==> src/logic/rci_regs.svh <==
// Purpose: named constants of the remote control input decoder
// Assumes: one 250 MHz system clock
// Notes: definitions only
`ifndef RCI_REGS_SVH
`define RCI_REGS_SVH

`define RCI_NUM_IN 10
`define RCI_IDX_W 4
`define RCI_ARG_W 4
`define RCI_VLD_W 3
`define RCI_CLK_MHZ 250
`define RCI_STEP_MS 500
`define RCI_STEP_CYC (`RCI_STEP_MS * 1000 * `RCI_CLK_MHZ)
`define RCI_TMR_W 27
`define RCI_EXC_A 4'h0
`define RCI_EXC_B 4'h1
`define RCI_PRESET_RST 4'h0
`define RCI_EXC_SEL_RST 1'b0
`define RCI_CHG_EN_RST 1'b0
`define RCI_DEF_RF_ON 4'h0
`define RCI_DEF_RF_OFF 4'h1
`define RCI_DEF_EXC_A 4'h2
`define RCI_DEF_EXC_B 4'h3
`define RCI_DEF_CHG 4'h4
`define RCI_DEF_PWR_UP 4'h5
`define RCI_DEF_PWR_DN 4'h6

`endif

==> src/logic/rci_pkg.sv <==
// Purpose: types shared by the remote control input decoder
// Assumes: rci_regs.svh holds the numbers
// Notes: default input map lives here as a constant function
`include "rci_regs.svh"

package rci_pkg;

  typedef enum logic [3:0] {
    RCI_FN_NONE, RCI_FN_RF, RCI_FN_RESET, RCI_FN_REBOOT,
    RCI_FN_EXC, RCI_FN_CHG, RCI_FN_PWR, RCI_FN_PRESET
  } rci_func_t;

  typedef enum logic [3:0] {
    RCI_MD_RISE_ON, RCI_MD_FALL_ON, RCI_MD_RISE_OFF, RCI_MD_FALL_OFF,
    RCI_MD_FALL_TOG, RCI_MD_RISE_TOG, RCI_MD_RISE_ON_FALL_OFF,
    RCI_MD_FALL_ON_RISE_OFF, RCI_MD_HI_INC, RCI_MD_LO_INC,
    RCI_MD_HI_DEC, RCI_MD_LO_DEC
  } rci_mode_t;

  typedef struct packed {
    rci_func_t func;
    rci_mode_t mode;
    logic [`RCI_ARG_W-1:0] arg;
  } rci_cfg_t;

  typedef struct packed {
    logic level;
    rci_cfg_t cfg;
  } rci_status_t;

  typedef struct packed {
    logic rf_on;
    logic rf_off;
    logic sys_reset;
    logic ui_reboot;
    logic exc_sel;
    logic chg_flip;
    logic power_up;
    logic power_dn;
    logic preset_sel;
  } rci_req_t;

  function automatic rci_cfg_t rci_default_cfg(input logic [`RCI_IDX_W-1:0] idx);
    rci_cfg_t c;
    c = '{func: RCI_FN_NONE, mode: RCI_MD_FALL_ON, arg: `RCI_EXC_A};
    case (idx)
      `RCI_DEF_RF_ON: c.func = RCI_FN_RF;
      `RCI_DEF_RF_OFF: c = '{func: RCI_FN_RF, mode: RCI_MD_FALL_OFF, arg: `RCI_EXC_A};
      `RCI_DEF_EXC_A: c.func = RCI_FN_EXC;
      `RCI_DEF_EXC_B: c = '{func: RCI_FN_EXC, mode: RCI_MD_FALL_ON, arg: `RCI_EXC_B};
      `RCI_DEF_CHG: c = '{func: RCI_FN_CHG, mode: RCI_MD_FALL_TOG, arg: `RCI_EXC_A};
      `RCI_DEF_PWR_UP: c = '{func: RCI_FN_PWR, mode: RCI_MD_LO_INC, arg: `RCI_EXC_A};
      `RCI_DEF_PWR_DN: c = '{func: RCI_FN_PWR, mode: RCI_MD_LO_DEC, arg: `RCI_EXC_A};
      default: c.func = RCI_FN_NONE;
    endcase
    return c;
  endfunction

endpackage

==> src/logic/rci_in_cond.sv <==
// Purpose: synchronise one remote input and turn it into activate events
// Assumes: pin may change at any time relative to ref_clk
// Notes: edges are suppressed until the sync chain holds real samples
`timescale 1ns/1ps
`include "rci_regs.svh"

module rci_in_cond import rci_pkg::*; (
  input wire logic ref_clk, // system clock
  input wire logic sys_rst, // sync reset, high
  input wire logic din, // raw remote pin
  input wire logic en, // remote control state
  input wire rci_mode_t mode, // polarity mode
  output logic lvl, // synchronised level
  output logic act, // activate pulse
  output logic deact, // deactivate pulse
  output logic held, // held at active level
  output logic dec // mode is a decrease or turn-off variant
);
  logic s1_ff, s2_ff, prv_ff, tog_ff;
  logic [`RCI_VLD_W-1:0] vld_ff;
  logic vld, rise, fall, pol_hi, on_edge, off_edge, tog, is_off, two, tog_act;
  logic act_raw, deact_raw;

  always_ff @(posedge ref_clk) begin
    if (sys_rst) begin
      s1_ff <= 1'b0;
      s2_ff <= 1'b0;
      prv_ff <= 1'b0;
      vld_ff <= '0;
      tog_ff <= 1'b0;
    end else begin
      s1_ff <= din;
      s2_ff <= s1_ff;
      prv_ff <= s2_ff;
      vld_ff <= {vld_ff[`RCI_VLD_W-2:0], 1'b1};
      if (en && tog && on_edge) begin
        tog_ff <= ~tog_ff;
      end
    end
  end

  assign vld = vld_ff[`RCI_VLD_W-1];
  assign rise = vld & s2_ff & ~prv_ff;
  assign fall = vld & ~s2_ff & prv_ff;
  assign pol_hi = (mode == RCI_MD_RISE_ON) || (mode == RCI_MD_RISE_OFF) ||
    (mode == RCI_MD_RISE_TOG) || (mode == RCI_MD_RISE_ON_FALL_OFF) ||
    (mode == RCI_MD_HI_INC) || (mode == RCI_MD_HI_DEC);
  assign on_edge = pol_hi ? rise : fall;
  assign off_edge = pol_hi ? fall : rise;
  assign tog = (mode == RCI_MD_RISE_TOG) || (mode == RCI_MD_FALL_TOG);
  assign is_off = (mode == RCI_MD_RISE_OFF) || (mode == RCI_MD_FALL_OFF);
  assign two = (mode == RCI_MD_RISE_ON_FALL_OFF) || (mode == RCI_MD_FALL_ON_RISE_OFF);
  // falling toggle starts by deactivating, rising toggle by activating
  assign tog_act = (tog_ff == (mode == RCI_MD_FALL_TOG));
  assign act_raw = tog ? (on_edge & tog_act) : (~is_off & on_edge);
  assign deact_raw = tog ? (on_edge & ~tog_act) : is_off ? on_edge :
    (two & off_edge);
  assign act = en & act_raw;
  assign deact = en & deact_raw;
  assign held = en & vld & (pol_hi ? s2_ff : ~s2_ff);
  assign dec = (mode == RCI_MD_HI_DEC) || (mode == RCI_MD_LO_DEC) || is_off;
  assign lvl = s2_ff;

endmodule

==> src/logic/rci_tick.sv <==
// Purpose: repeat timer for held power step inputs
// Assumes: restart held whenever no step input is being obeyed
// Notes: tick comes one full period after the restart is released
`timescale 1ns/1ps
`include "rci_regs.svh"

module rci_tick import rci_pkg::*; #(
  parameter int unsigned PERIOD = `RCI_STEP_CYC
) (
  input wire logic ref_clk, // system clock
  input wire logic sys_rst, // sync reset, high
  input wire logic restart, // clear and hold the count
  output logic tick // one-cycle repeat pulse
);
  localparam logic [`RCI_TMR_W-1:0] LAST = `RCI_TMR_W'(PERIOD - 1);
  logic [`RCI_TMR_W-1:0] cnt_ff, nxt_cnt;

  assign tick = ~restart & (cnt_ff == LAST);
  assign nxt_cnt = (restart || tick) ? '0 : cnt_ff + `RCI_TMR_W'(1);

  always_ff @(posedge ref_clk) begin
    if (sys_rst) begin
      cnt_ff <= '0;
    end else begin
      cnt_ff <= nxt_cnt;
    end
  end

endmodule

==> src/logic/rci_decoder.sv <==
// Purpose: remote control input decoder, ten parallel control inputs
// Assumes: remote_mode comes from the local operator control only
// Notes: requests are registered one-cycle pulses; config held here
//
// Contract
// - ten inputs, own function and polarity
// - inputs ignored while in local control
// - remote/local state changed only locally
// - unassigned input never affects anything
// - rf input issues on or off request
// - reset input issues system reset
// - reboot input resets operator interface processor
// - exciter input selects A or B
// - changeover input inverts state per activation
// - power input steps one percent
// - held power input repeats every half second
// - lowest-numbered power input wins
// - preset input makes its preset active
// - default rf on and off, falling edges
// - rising turn-on mode activates on high
// - falling turn-on mode activates on low
// - turn-off modes deactivate on chosen edge
// - toggle modes alternate, order per polarity
// - two-edge modes: one activates, other deactivates
// - level modes act while held active
// - input level readable with its settings
`timescale 1ns/1ps
`include "rci_regs.svh"

module rci_decoder import rci_pkg::*; #(
  parameter int unsigned STEP_CYC = `RCI_STEP_CYC
) (
  input wire logic ref_clk, // 250 MHz system clock
  input wire logic sys_rst, // sync reset, high
  input wire logic [`RCI_NUM_IN-1:0] remote_in, // remote pins
  input wire logic remote_mode, // 1 remote, 0 local
  input wire logic cfg_wr_en, // config write strobe
  input wire logic [`RCI_IDX_W-1:0] cfg_wr_idx, // input to configure
  input wire rci_cfg_t cfg_wr_data, // function, mode, argument
  input wire logic [`RCI_IDX_W-1:0] stat_rd_idx, // input to report
  output rci_status_t stat_rd_data, // level and settings, registered
  output rci_req_t req, // request pulses, registered
  output logic exciter_sel_b, // main exciter is B
  output logic changeover_en, // auto changeover enabled
  output logic [`RCI_ARG_W-1:0] preset_sel // chosen preset
);

  rci_cfg_t cfg_ff [`RCI_NUM_IN];
  rci_status_t stat_ff;
  rci_req_t req_ff, nxt_req;
  logic exc_b_ff, nxt_exc_b;
  logic chg_ff, nxt_chg;
  logic [`RCI_ARG_W-1:0] preset_ff, nxt_preset;
  logic pwr_vld_ff;
  logic [`RCI_IDX_W-1:0] pwr_idx_ff;

  logic [`RCI_NUM_IN-1:0] lvl, act, deact, held, dec;
  logic [`RCI_NUM_IN-1:0] rf_on_v, rf_off_v, rst_v, boot_v;
  logic [`RCI_NUM_IN-1:0] exc_v, chg_v, pwr_v, pre_v;

  logic exc_hit, pre_hit, pwr_hit;
  logic [`RCI_IDX_W-1:0] exc_idx, pre_idx, pwr_idx;
  logic new_win, tick, step, step_dn;
  logic wr_ok, rd_ok;

  // lowest set bit wins; index meaningless when none set
  function automatic logic [`RCI_IDX_W-1:0] lowest(input logic [`RCI_NUM_IN-1:0] v);
    logic [`RCI_IDX_W-1:0] r;
    r = '0;
    for (int k = `RCI_NUM_IN - 1; k >= 0; k--) begin
      if (v[k]) begin
        r = `RCI_IDX_W'(k);
      end
    end
    return r;
  endfunction

  // per-input conditioning and function decode
  genvar gi;
  generate
    for (gi = 0; gi < `RCI_NUM_IN; gi++) begin : g_in
      // remote_mode is only an input here, nothing can write it
      rci_in_cond u_cond (
        .ref_clk(ref_clk),
        .sys_rst(sys_rst),
        .din(remote_in[gi]),
        .en(remote_mode),
        .mode(cfg_ff[gi].mode),
        .lvl(lvl[gi]),
        .act(act[gi]),
        .deact(deact[gi]),
        .held(held[gi]),
        .dec(dec[gi])
      );

      // RCI_FN_NONE matches none of these, so it decodes to nothing
      assign rf_on_v[gi] = act[gi] & (cfg_ff[gi].func == RCI_FN_RF);
      assign rf_off_v[gi] = deact[gi] & (cfg_ff[gi].func == RCI_FN_RF);
      assign rst_v[gi] = act[gi] & (cfg_ff[gi].func == RCI_FN_RESET);
      assign boot_v[gi] = act[gi] & (cfg_ff[gi].func == RCI_FN_REBOOT);
      assign exc_v[gi] = act[gi] & (cfg_ff[gi].func == RCI_FN_EXC);
      assign chg_v[gi] = act[gi] & (cfg_ff[gi].func == RCI_FN_CHG);
      assign pwr_v[gi] = held[gi] & (cfg_ff[gi].func == RCI_FN_PWR);
      assign pre_v[gi] = act[gi] & (cfg_ff[gi].func == RCI_FN_PRESET);

      always_ff @(posedge ref_clk) begin
        if (sys_rst) begin
          cfg_ff[gi] <= rci_default_cfg(`RCI_IDX_W'(gi));
        end else if (wr_ok && (cfg_wr_idx == `RCI_IDX_W'(gi))) begin
          cfg_ff[gi] <= cfg_wr_data;
        end
      end
    end
  endgenerate

  assign wr_ok = cfg_wr_en && (cfg_wr_idx < `RCI_IDX_W'(`RCI_NUM_IN));
  assign rd_ok = stat_rd_idx < `RCI_IDX_W'(`RCI_NUM_IN);

  // single-valued targets: lowest-numbered input settles a tie
  assign exc_hit = |exc_v;
  assign exc_idx = lowest(exc_v);
  assign pre_hit = |pre_v;
  assign pre_idx = lowest(pre_v);

  // power stepping: only the lowest held input is obeyed
  assign pwr_hit = |pwr_v;
  assign pwr_idx = lowest(pwr_v);
  assign new_win = pwr_hit & (~pwr_vld_ff | (pwr_idx != pwr_idx_ff));
  assign step = new_win | (pwr_hit & tick);
  assign step_dn = dec[pwr_idx];

  // a change of winner restarts the half-second spacing
  rci_tick #(
    .PERIOD(STEP_CYC)
  ) u_tick (
    .ref_clk(ref_clk),
    .sys_rst(sys_rst),
    .restart(new_win | ~pwr_hit),
    .tick(tick)
  );

  // off wins a same-cycle rf clash, safer for the transmitter
  assign nxt_req.rf_on = (|rf_on_v) & ~(|rf_off_v);
  assign nxt_req.rf_off = |rf_off_v;
  assign nxt_req.sys_reset = |rst_v;
  assign nxt_req.ui_reboot = |boot_v;
  assign nxt_req.exc_sel = exc_hit;
  assign nxt_req.chg_flip = |chg_v;
  assign nxt_req.power_up = step & ~step_dn;
  assign nxt_req.power_dn = step & step_dn;
  assign nxt_req.preset_sel = pre_hit;

  assign nxt_exc_b = exc_hit ? (cfg_ff[exc_idx].arg == `RCI_EXC_B) : exc_b_ff;
  // several changeover inputs in one cycle still count as one activation
  assign nxt_chg = (|chg_v) ? ~chg_ff : chg_ff;
  assign nxt_preset = pre_hit ? cfg_ff[pre_idx].arg : preset_ff;

  always_ff @(posedge ref_clk) begin
    if (sys_rst) begin
      req_ff <= '0;
      exc_b_ff <= `RCI_EXC_SEL_RST;
      chg_ff <= `RCI_CHG_EN_RST;
      preset_ff <= `RCI_PRESET_RST;
    end else begin
      req_ff <= nxt_req;
      exc_b_ff <= nxt_exc_b;
      chg_ff <= nxt_chg;
      preset_ff <= nxt_preset;
    end
  end

  always_ff @(posedge ref_clk) begin
    if (sys_rst) begin
      pwr_vld_ff <= 1'b0;
      pwr_idx_ff <= '0;
    end else begin
      pwr_vld_ff <= pwr_hit;
      pwr_idx_ff <= pwr_idx;
    end
  end

  // readback of pin level together with its settings
  always_ff @(posedge ref_clk) begin
    if (sys_rst) begin
      stat_ff <= '0;
    end else if (rd_ok) begin
      stat_ff <= '{level: lvl[stat_rd_idx], cfg: cfg_ff[stat_rd_idx]};
    end else begin
      stat_ff <= '0;
    end
  end

  assign stat_rd_data = stat_ff;
  assign req = req_ff;
  assign exciter_sel_b = exc_b_ff;
  assign changeover_en = chg_ff;
  assign preset_sel = preset_ff;

endmodule

==> config.mk <==
export PLATFORM = sky130hd
export DESIGN_NAME = rci_decoder
export DESIGN_NICKNAME = d
export VERILOG_FILES = /design/src/logic/rci_pkg.sv /design/src/logic/rci_in_cond.sv /design/src/logic/rci_tick.sv /design/src/logic/rci_decoder.sv
export VERILOG_INCLUDE_DIRS = /design/src /design/src/logic
export SDC_FILE = /design/constraint.sdc
export NUM_CORES = 1
export LEC_CHECK = 0
export BUFFER_PORTS_ARGS = -buffer_cell sky130_fd_sc_hd__buf_4
export CORE_MARGIN = 1
export CORE_UTILIZATION = 55
export DETAILED_ROUTE_END_ITERATION = 10
export PLACE_DENSITY_LB_ADDON = 0.08
export RECOVER_POWER = 50
export SLEW_MARGIN = 20
export SYNTH_ARGS = -nofsm -noshare
export SYNTH_HDL_FRONTEND = slang
export SYNTH_SLANG_ARGS = --single-unit
==> constraint.sdc <==
create_clock -name ref_clk -period 4.7 [get_ports ref_clk]
set_input_delay 1.175 -clock ref_clk [delete_from_list [all_inputs] [get_ports ref_clk]]
set_output_delay 1.175 -clock ref_clk [all_outputs]
set_load 0.02 [all_outputs]
==> results of run 1 <==
[stage by stage]
step           worst slack [ns]  hold slack (ns)  cells  area [um^2]
2_1_floorplan            0.8786           0.4138   1300        12820
3_3_place_gp             0.5093           0.4170   1643        13650
3_5_place_dp             0.4562           0.4255   1643        13650
4_1_cts                  0.8285           0.4402   1684        14440
5_1_grt                  0.5570           0.4544   1684        14290
6_report                 0.7664           0.4409   1685        14290
[area by class of cell]
class                   instances  share of cell area
inverters                      23            0.006040
flip-flops and latches        223              0.3964
diodes                          1           0.0001751
clock buffers                  30             0.04719
clock inverters                11            0.007879
repair buffers                 87             0.03572
well taps                     313             0.02740
multi-input cells             997              0.4792
[worst paths after layout]
path / cells past startpoint / slack [ns] / end / from
min reg2reg: 1 / 0.44 / g_in[6].u_cond.lvl$_SDFF_PP0_ / g_in[6].u_cond.s1_ff$_SDFF_PP0_
max reg2reg: 10 / 0.77 / preset_sel[3]$_SDFFE_PP0P_ / cfg_ff[7][5]$_SDFFCE_PN0P_
max: 10 / 0.77 / preset_sel[3]$_SDFFE_PP0P_ / cfg_ff[7][5]$_SDFFCE_PN0P_
min: 1 / 0.44 / g_in[6].u_cond.lvl$_SDFF_PP0_ / g_in[6].u_cond.s1_ff$_SDFF_PP0_
[cells in the final DEF, fill, tap and decap left out, types with 17 or more instances in the layout]
| cell type | count |
|---|---|
| mux2i_1 | 37 |
| nor2_1 | 122 |
| xor2_1 | 32 |
| and2_1 | 94 |
| nor3_1 | 37 |
| mux4_2 | 25 |
| dfxtp_1 | 103 |
| nand3_1 | 41 |
| inv_1 | 23 |
| nand2b_1 | 58 |
| a211oi_1 | 30 |
| edfxtp_1 | 120 |
| xnor2_1 | 20 |
| or3_1 | 22 |
| nor2b_1 | 66 |
| clkbuf_16 | 25 |
| nand2_1 | 61 |
| buf_4 | 49 |
| clkbuf_1 | 40 |
| o21ai_0 | 40 |
| a21oi_1 | 37 |
| nand3b_1 | 17 |
[registers in the layout (all words and copies together) (netlist names)]
register / cells
g_in.u_cond.s1_ff: 10
pwr_idx_ff: 4
g_in.u_cond.prv_ff: 10
pwr_vld_ff: 1
exciter_sel_b: 1
u_tick.cnt_ff: 27
g_in.u_cond.lvl: 10
cfg_ff: 120
stat_rd_data: 13
preset_sel: 4
g_in.u_cond.tog_ff: 10
changeover_en: 1
g_in.u_cond.vld_ff: 3
req: 9
[per-layer routing]
metal	wire length (um)	GRT usage	part of all wire	vias up
li1	-	-	-	4957
met1	16900	0.4520	0.43	5164
met2	17980	0.5322	0.45	496
met3	2776	0.04259	0.070	104
met4	1996	0.1660	0.050	0
met5	0	0	0	-
[power by group]
part	switching, uW	total [uW]	internal (uW)
logic	251	419	168
clock network	786	1910	1120
registers	127	2270	2140
[cells by family (layout without fill, tap and decap cells)]
logic type,count (synthesis),in the layout,synth area share
multiplexers,64,64,0.07573
other,0,1,0
buffers and inverters,80,151,0.02391
adder cells (fa/ha/maj),1,1,0.0009757
AO/OA/AOI/OAI,229,229,0.1290
AND/OR/NAND/NOR,651,651,0.2930
flip-flops,223,223,0.4419
XOR/XNOR,52,52,0.03552
[cell usage after synthesis, types with 15 or more instances]
cell and count:
and2_1 103, mux4_2 25, o21ai_0 39, nor4b_1 15, clkbuf_1 43, nor3_1 37, or3_1 22, nand2_1 61
nor2b_1 66, mux2i_1 37, nor4_1 15, xnor2_1 20, nand3_1 41, dfxtp_1 103, nand3b_1 17, xor2_1 32
edfxtp_1 120, inv_1 23, a21oi_1 37, nor2_1 122, a211oi_1 30, nand2b_1 58
[worst max-delay path: stages, from the launching register on]
cell	delay, ns
edfxtp_1	0.50
or3b_2	0.53
a22oi_1	0.41
mux2i_1	0.43
nand4_1	0.30
o21ai_0	0.30
a221oi_4	0.19
nor2_4	0.32
mux2i_1	0.23
a221oi_1	0.09
or4_1	0.52
==> impl_metrics.env, run 1 <==
export IMPL_status="finished with violations"
export IMPL_violations="capacitance limit, slew limit"
export IMPL_cts_made_buffers=24
export IMPL_regArea_mm2=0.005665
export IMPL_num_vias=10720
export IMPL_track_usage=0.3346
export IMPL_drc=0
export IMPL_grt_pass1_wl_um=59830
export IMPL_grt_pass1_vias=10090
export IMPL_drtIter0Drc=955
export IMPL_power_uw=4595
export IMPL_core_area_mm2=0.02278
export IMPL_report_final_setup_viol=0
export IMPL_maxCapViolations=1
export IMPL_path_class="flip-flop to flip-flop"
export IMPL_dieArea_mm2=0.02393
export IMPL_start_kind="flip-flop"
export IMPL_rsz0062_at_grt="no"
export IMPL_critPathRequiredTime_ns=5.11
export IMPL_ys_warnings_count=0
export IMPL_period_share=0.8369
export IMPL_clk_pin_slew_worst_paths_ns=0.07
export IMPL_routedWlPerCell_um=23.53
export IMPL_antenna_found_initial=0
export IMPL_synth_area_leaders="edfxtp_1 (28%), dfxtp_1 (16%), and2_1 (5.0%), mux4_2 (4.4%), nor2_1 (3.6%)"
export IMPL_critPathMaxFanout=8
export IMPL_synthToLayoutAreaGrowth_pct=11.48
export IMPL_hold_buffers=0
export IMPL_syn_nets=1335
export IMPL_die_x_um=154.7
export IMPL_vias_per_cell=6.363
export IMPL_antenna_left=0
export IMPL_tightest_slew_ns=1.730
export IMPL_dp_hpwl_um=29530
export IMPL_synth_distinct_cells=83
export IMPL_clock_root_buffer="clkbuf_16"
export IMPL_start_util=0.5629
export IMPL_final_util=0.6275
export IMPL_postCtsSetupBuffers=0
export IMPL_power_density_mw_per_mm2=321.5
export IMPL_synthCells=1300
export IMPL_slew_headroom=-0.1658
export IMPL_crit_path_end_kind="flip-flop"
export IMPL_synth_top_area_cell="edfxtp_1"
export IMPL_final_hold_violation_count=0
export IMPL_synth_edff_count=120
export IMPL_clock_path_buffers=3
export IMPL_cts_tree="built"
export IMPL_async_flop_share=0
export IMPL_yosys_area_top_type_share=0.2811
export IMPL_firstDrtPassIters=5
export IMPL_fillers=1936
export IMPL_drt_wl_total_um=39650
export IMPL_crit_arrival_ns=4.34
export IMPL_cts_resized=0
export IMPL_p_leak_uw=0.004901
export IMPL_die_y_um=154.7
export IMPL_io_buffers=61
export IMPL_setup_tns_final_ns=0
export IMPL_numClockSinks=223
export IMPL_syn_area_per_cell_um2=9.862
export IMPL_drive_above_1_share=0.1036
export IMPL_nets=1391
export IMPL_hold_path_class="flip-flop to flip-flop"
export IMPL_ys_seq_elements=223
export IMPL_h_tree_depth=1
export IMPL_finalCriticalPeriod_ns=3.934
export IMPL_grt_max_degree=59
export IMPL_ys_seq_area_frac=0.4419
export IMPL_ios=62
export IMPL_synthFlopType="edfxtp_1"
export IMPL_peakVddDrop_mv=0.2487
export IMPL_fin_skew_ns=0.01941
export IMPL_fmax_ghz=0.2542
export IMPL_multi_input_area_mm2=0.006849
export IMPL_finalMaxSlewViolations=13
export IMPL_syn_area_mm2=0.01282
export IMPL_rows=55
export IMPL_gr_total_overflow=0
export IMPL_gp_congestion=1.005
export IMPL_clk_latency_ns=0.54
Note: power is estimated with default switching activity, not from simulation.
==> run 2: changes to the inputs <==
Settings changed: ABC_AREA set to 1.
Clock period 4.7 ns to 4.09 ns, I/O delays scaled along.
==> run 2 against run 1 <==
Net effect: the run now ends clean; synthesized cell count grew 30%; critical path depth rose by 2; sequential share of layout area up 1.2 points; combinational power rose by 32%; hold slack worse by 0.037 ns; via count increased by 9.6%; final cell count is 21% higher; sequential power up 12%; die area down 2.6%; largest power group unchanged.
==> impl_metrics.env, run 2 <==
export IMPL_status="completed"
export IMPL_clock_path_buffers=3
export IMPL_finalMaxSlewViolations=0
export IMPL_yosys_area_top_type_share=0.2886
export IMPL_crit_path_end_kind="flip-flop"
export IMPL_largest_reg_flops=120
export IMPL_hold_path_class="flip-flop to flip-flop"
export IMPL_synthFlopType="edfxtp_1"
export IMPL_grt_pass1_vias=11130
export IMPL_nets=1779
export IMPL_slew_headroom=0.3992
export IMPL_p_seq_frac=0.475
export IMPL_power_density_mw_per_mm2=386.9
export IMPL_critical_path_max_stage_delay_ns=0.44
export IMPL_maxCapViolations=0
export IMPL_cp_depth=12
export IMPL_syn_area_mm2=0.01249
export IMPL_routedWlPerCell_um=19.19
export IMPL_final_common_cell="nand2_1"
export IMPL_drc=0
export IMPL_ys_warnings_count=0
export IMPL_synthCells=1688
export IMPL_dieArea_mm2=0.02331
export IMPL_ys_seq_area_frac=0.4537
export IMPL_final_hold_violation_count=0
export IMPL_syn_nets=1723
export IMPL_ios=62
export IMPL_antenna_left=0
export IMPL_dp_hpwl_um=29940
export IMPL_critPathTopFamily="simple AND/OR/NAND/NOR gates"
export IMPL_synth_most_common_cell="nand2_1"
export IMPL_hold_buffers=0
export IMPL_p_sw_uw=1437
export IMPL_mostFrequentLayoutCells="nand2_1 (325), nor2_1 (265), inv_1 (236)"
export IMPL_synth_edff_count=120
export IMPL_h_tree_depth=1
export IMPL_fin_skew_ns=0.02324
export IMPL_async_flop_share=0
export IMPL_die_y_um=152.7
export IMPL_num_vias=11750
export IMPL_cts_resized=0
export IMPL_path_class="primary input to flip-flop"
export IMPL_synth_top_cells_by_count="nand2_1 (323), nor2_1 (264), inv_1 (236)"
export IMPL_cp_cell_sequence="buf_4 -> nand2_1 -> nor3_1 -> nand3_1 -> nand2_1 -> nor2_2 -> o21ai_0 -> or2_1 -> nand4_2 -> nor2_4 -> nand4_4 -> nor3_1"
export IMPL_synth_distinct_cells=58
export IMPL_rows=54
export IMPL_die_x_um=152.7
export IMPL_clock_root_buffer="clkbuf_16"
export IMPL_grt_pass1_wl_um=61180
export IMPL_internal_power_uw=3932
export IMPL_drtIter0Drc=1130
export IMPL_synth_top_area_cell="edfxtp_1"
export IMPL_critPathRequiredTime_ns=4.52
export IMPL_final_cells=2043
export IMPL_regArea_mm2=0.005665
export IMPL_setup_tns_final_ns=0
export IMPL_postCtsSetupBuffers=0
export IMPL_drt_wl_total_um=39210
export IMPL_track_usage=0.3409
export IMPL_report_final_setup_viol=0
export IMPL_core_area_mm2=0.02203
export IMPL_worst_path_buf_inv=1
export IMPL_switching_share=0.2676
export IMPL_period_share=0.8096
export IMPL_multi_input_area_mm2=0.005603
export IMPL_tightest_slew_ns=0.8929
export IMPL_crit_arrival_ns=3.75
export IMPL_start_util=0.5669
export IMPL_ff2ff_path_depth=13
export IMPL_min_path_cells=2
export IMPL_gp_congestion=1.068
export IMPL_dp_cells=1997
export IMPL_top_register="cfg_ff"
export IMPL_io_buffers=61
export IMPL_antenna_found_initial=0
export IMPL_preCtsSetupSlack_ns=0.4464
export IMPL_cts_tree="built"
export IMPL_p_leak_uw=0.005824
export IMPL_synth_area_leaders="edfxtp_1 (29%), dfxtp_1 (17%), nand2_1 (9.7%), nor2_1 (7.9%), inv_1 (7.1%)"
export IMPL_gr_total_overflow=0
export IMPL_power_frac_comb=0.103
export IMPL_finalCriticalPeriod_ns=3.311
export IMPL_fillers=2034
export IMPL_p_clk_frac=0.423
export IMPL_cts_made_buffers=25
export IMPL_cp_slowest_cell="nand4_4"
export IMPL_critPathMaxFanout=27
export IMPL_ys_seq_elements=223
export IMPL_grt_max_degree=72
export IMPL_fin_ws_ns=0.7786
export IMPL_syn_area_per_cell_um2=7.397
export IMPL_clk_latency_ns=0.55
export IMPL_vias_per_cell=5.753
export IMPL_firstDrtPassIters=10
export IMPL_numClockSinks=223
export IMPL_fmax_ghz=0.3020
export IMPL_antenna_cells=0
export IMPL_rsz0062_at_grt="no"
export IMPL_drive_above_1_share=0.08905
export IMPL_peakVddDrop_mv=0.3542
export IMPL_synthToLayoutAreaGrowth_pct=11.12
export IMPL_whs_ns=0.4043
export IMPL_start_kind="primary input"
export IMPL_clk_pin_slew_worst_paths_ns=0.06
run 2: worst paths after layout:
check | slack, ns | end | start
setup / recovery | 0.78 | u_tick.cnt_ff[13]$_SDFF_PP0_ | remote_mode
hold / removal | 0.40 | g_in[8].u_cond.vld_ff[2]$_SDFF_PP0_ | g_in[8].u_cond.vld_ff[1]$_SDFF_PP0_
setup reg to reg | 0.82 | u_tick.cnt_ff[13]$_SDFF_PP0_ | cfg_ff[4][6]$_SDFFCE_PN1P_
hold reg to reg | 0.40 | g_in[8].u_cond.vld_ff[2]$_SDFF_PP0_ | g_in[8].u_cond.vld_ff[1]$_SDFF_PP0_
run 2: area by class of cell:
type,count,share of cell area
flip-flops and latches,223,0.4083
repair buffers,72,0.03030
well taps,280,0.02525
clock inverters,14,0.009739
clock buffers,32,0.04986
inverters,269,0.07277
multi-input cells,1153,0.4038
run 2: tightest hold or removal path: stages, from the launching register on:
cell and delay (ns):
dfxtp_1 0.29, inv_1 0.04, nor2_1 0.03
run 2: routing by layer:
layer  up-vias  track usage  part of all wire
li1       5684            -                 -
met1      5374       0.4337              0.41
met2       546       0.5623              0.46
met3       150      0.03953             0.071
met4         0       0.2006             0.062
met5         -            0                 0
run 2: logic make-up (layout without fill, tap and decap cells):
family                     Yosys count  after routing  share of synthesized area
xor gates and xnor gates            19             19                    0.01393
AOI/OAI and AO/OA                  243            243                     0.1134
and+or+nand+nor                    890            890                     0.3212
DFF                                223            223                     0.4537
adders and majority gates            1              1                   0.001002
buffers and inverters              312            387                    0.09669
run 2: power groups by stage:
stage	Combinational, uW	Clock [uW]	Sequential, uW
after floorplan	340	0	2570
after global placement	548	0	2590
after detailed placement	551	0	2590
after CTS	554	2290	2540
after global routing	602	2370	2560
final	552	2270	2550
run 2: through the flow:
step | instance area (um^2) | utilization | total power, uW
after floorplan | 12490 | - | 2912
after global placement | 13180 | 0.5984 | 3138
final | 13880 | 0.6300 | 5369
after global routing | 13880 | 0.6300 | 5525
after CTS | 14010 | 0.6359 | 5385
after detailed placement | 13180 | 0.5984 | 3143
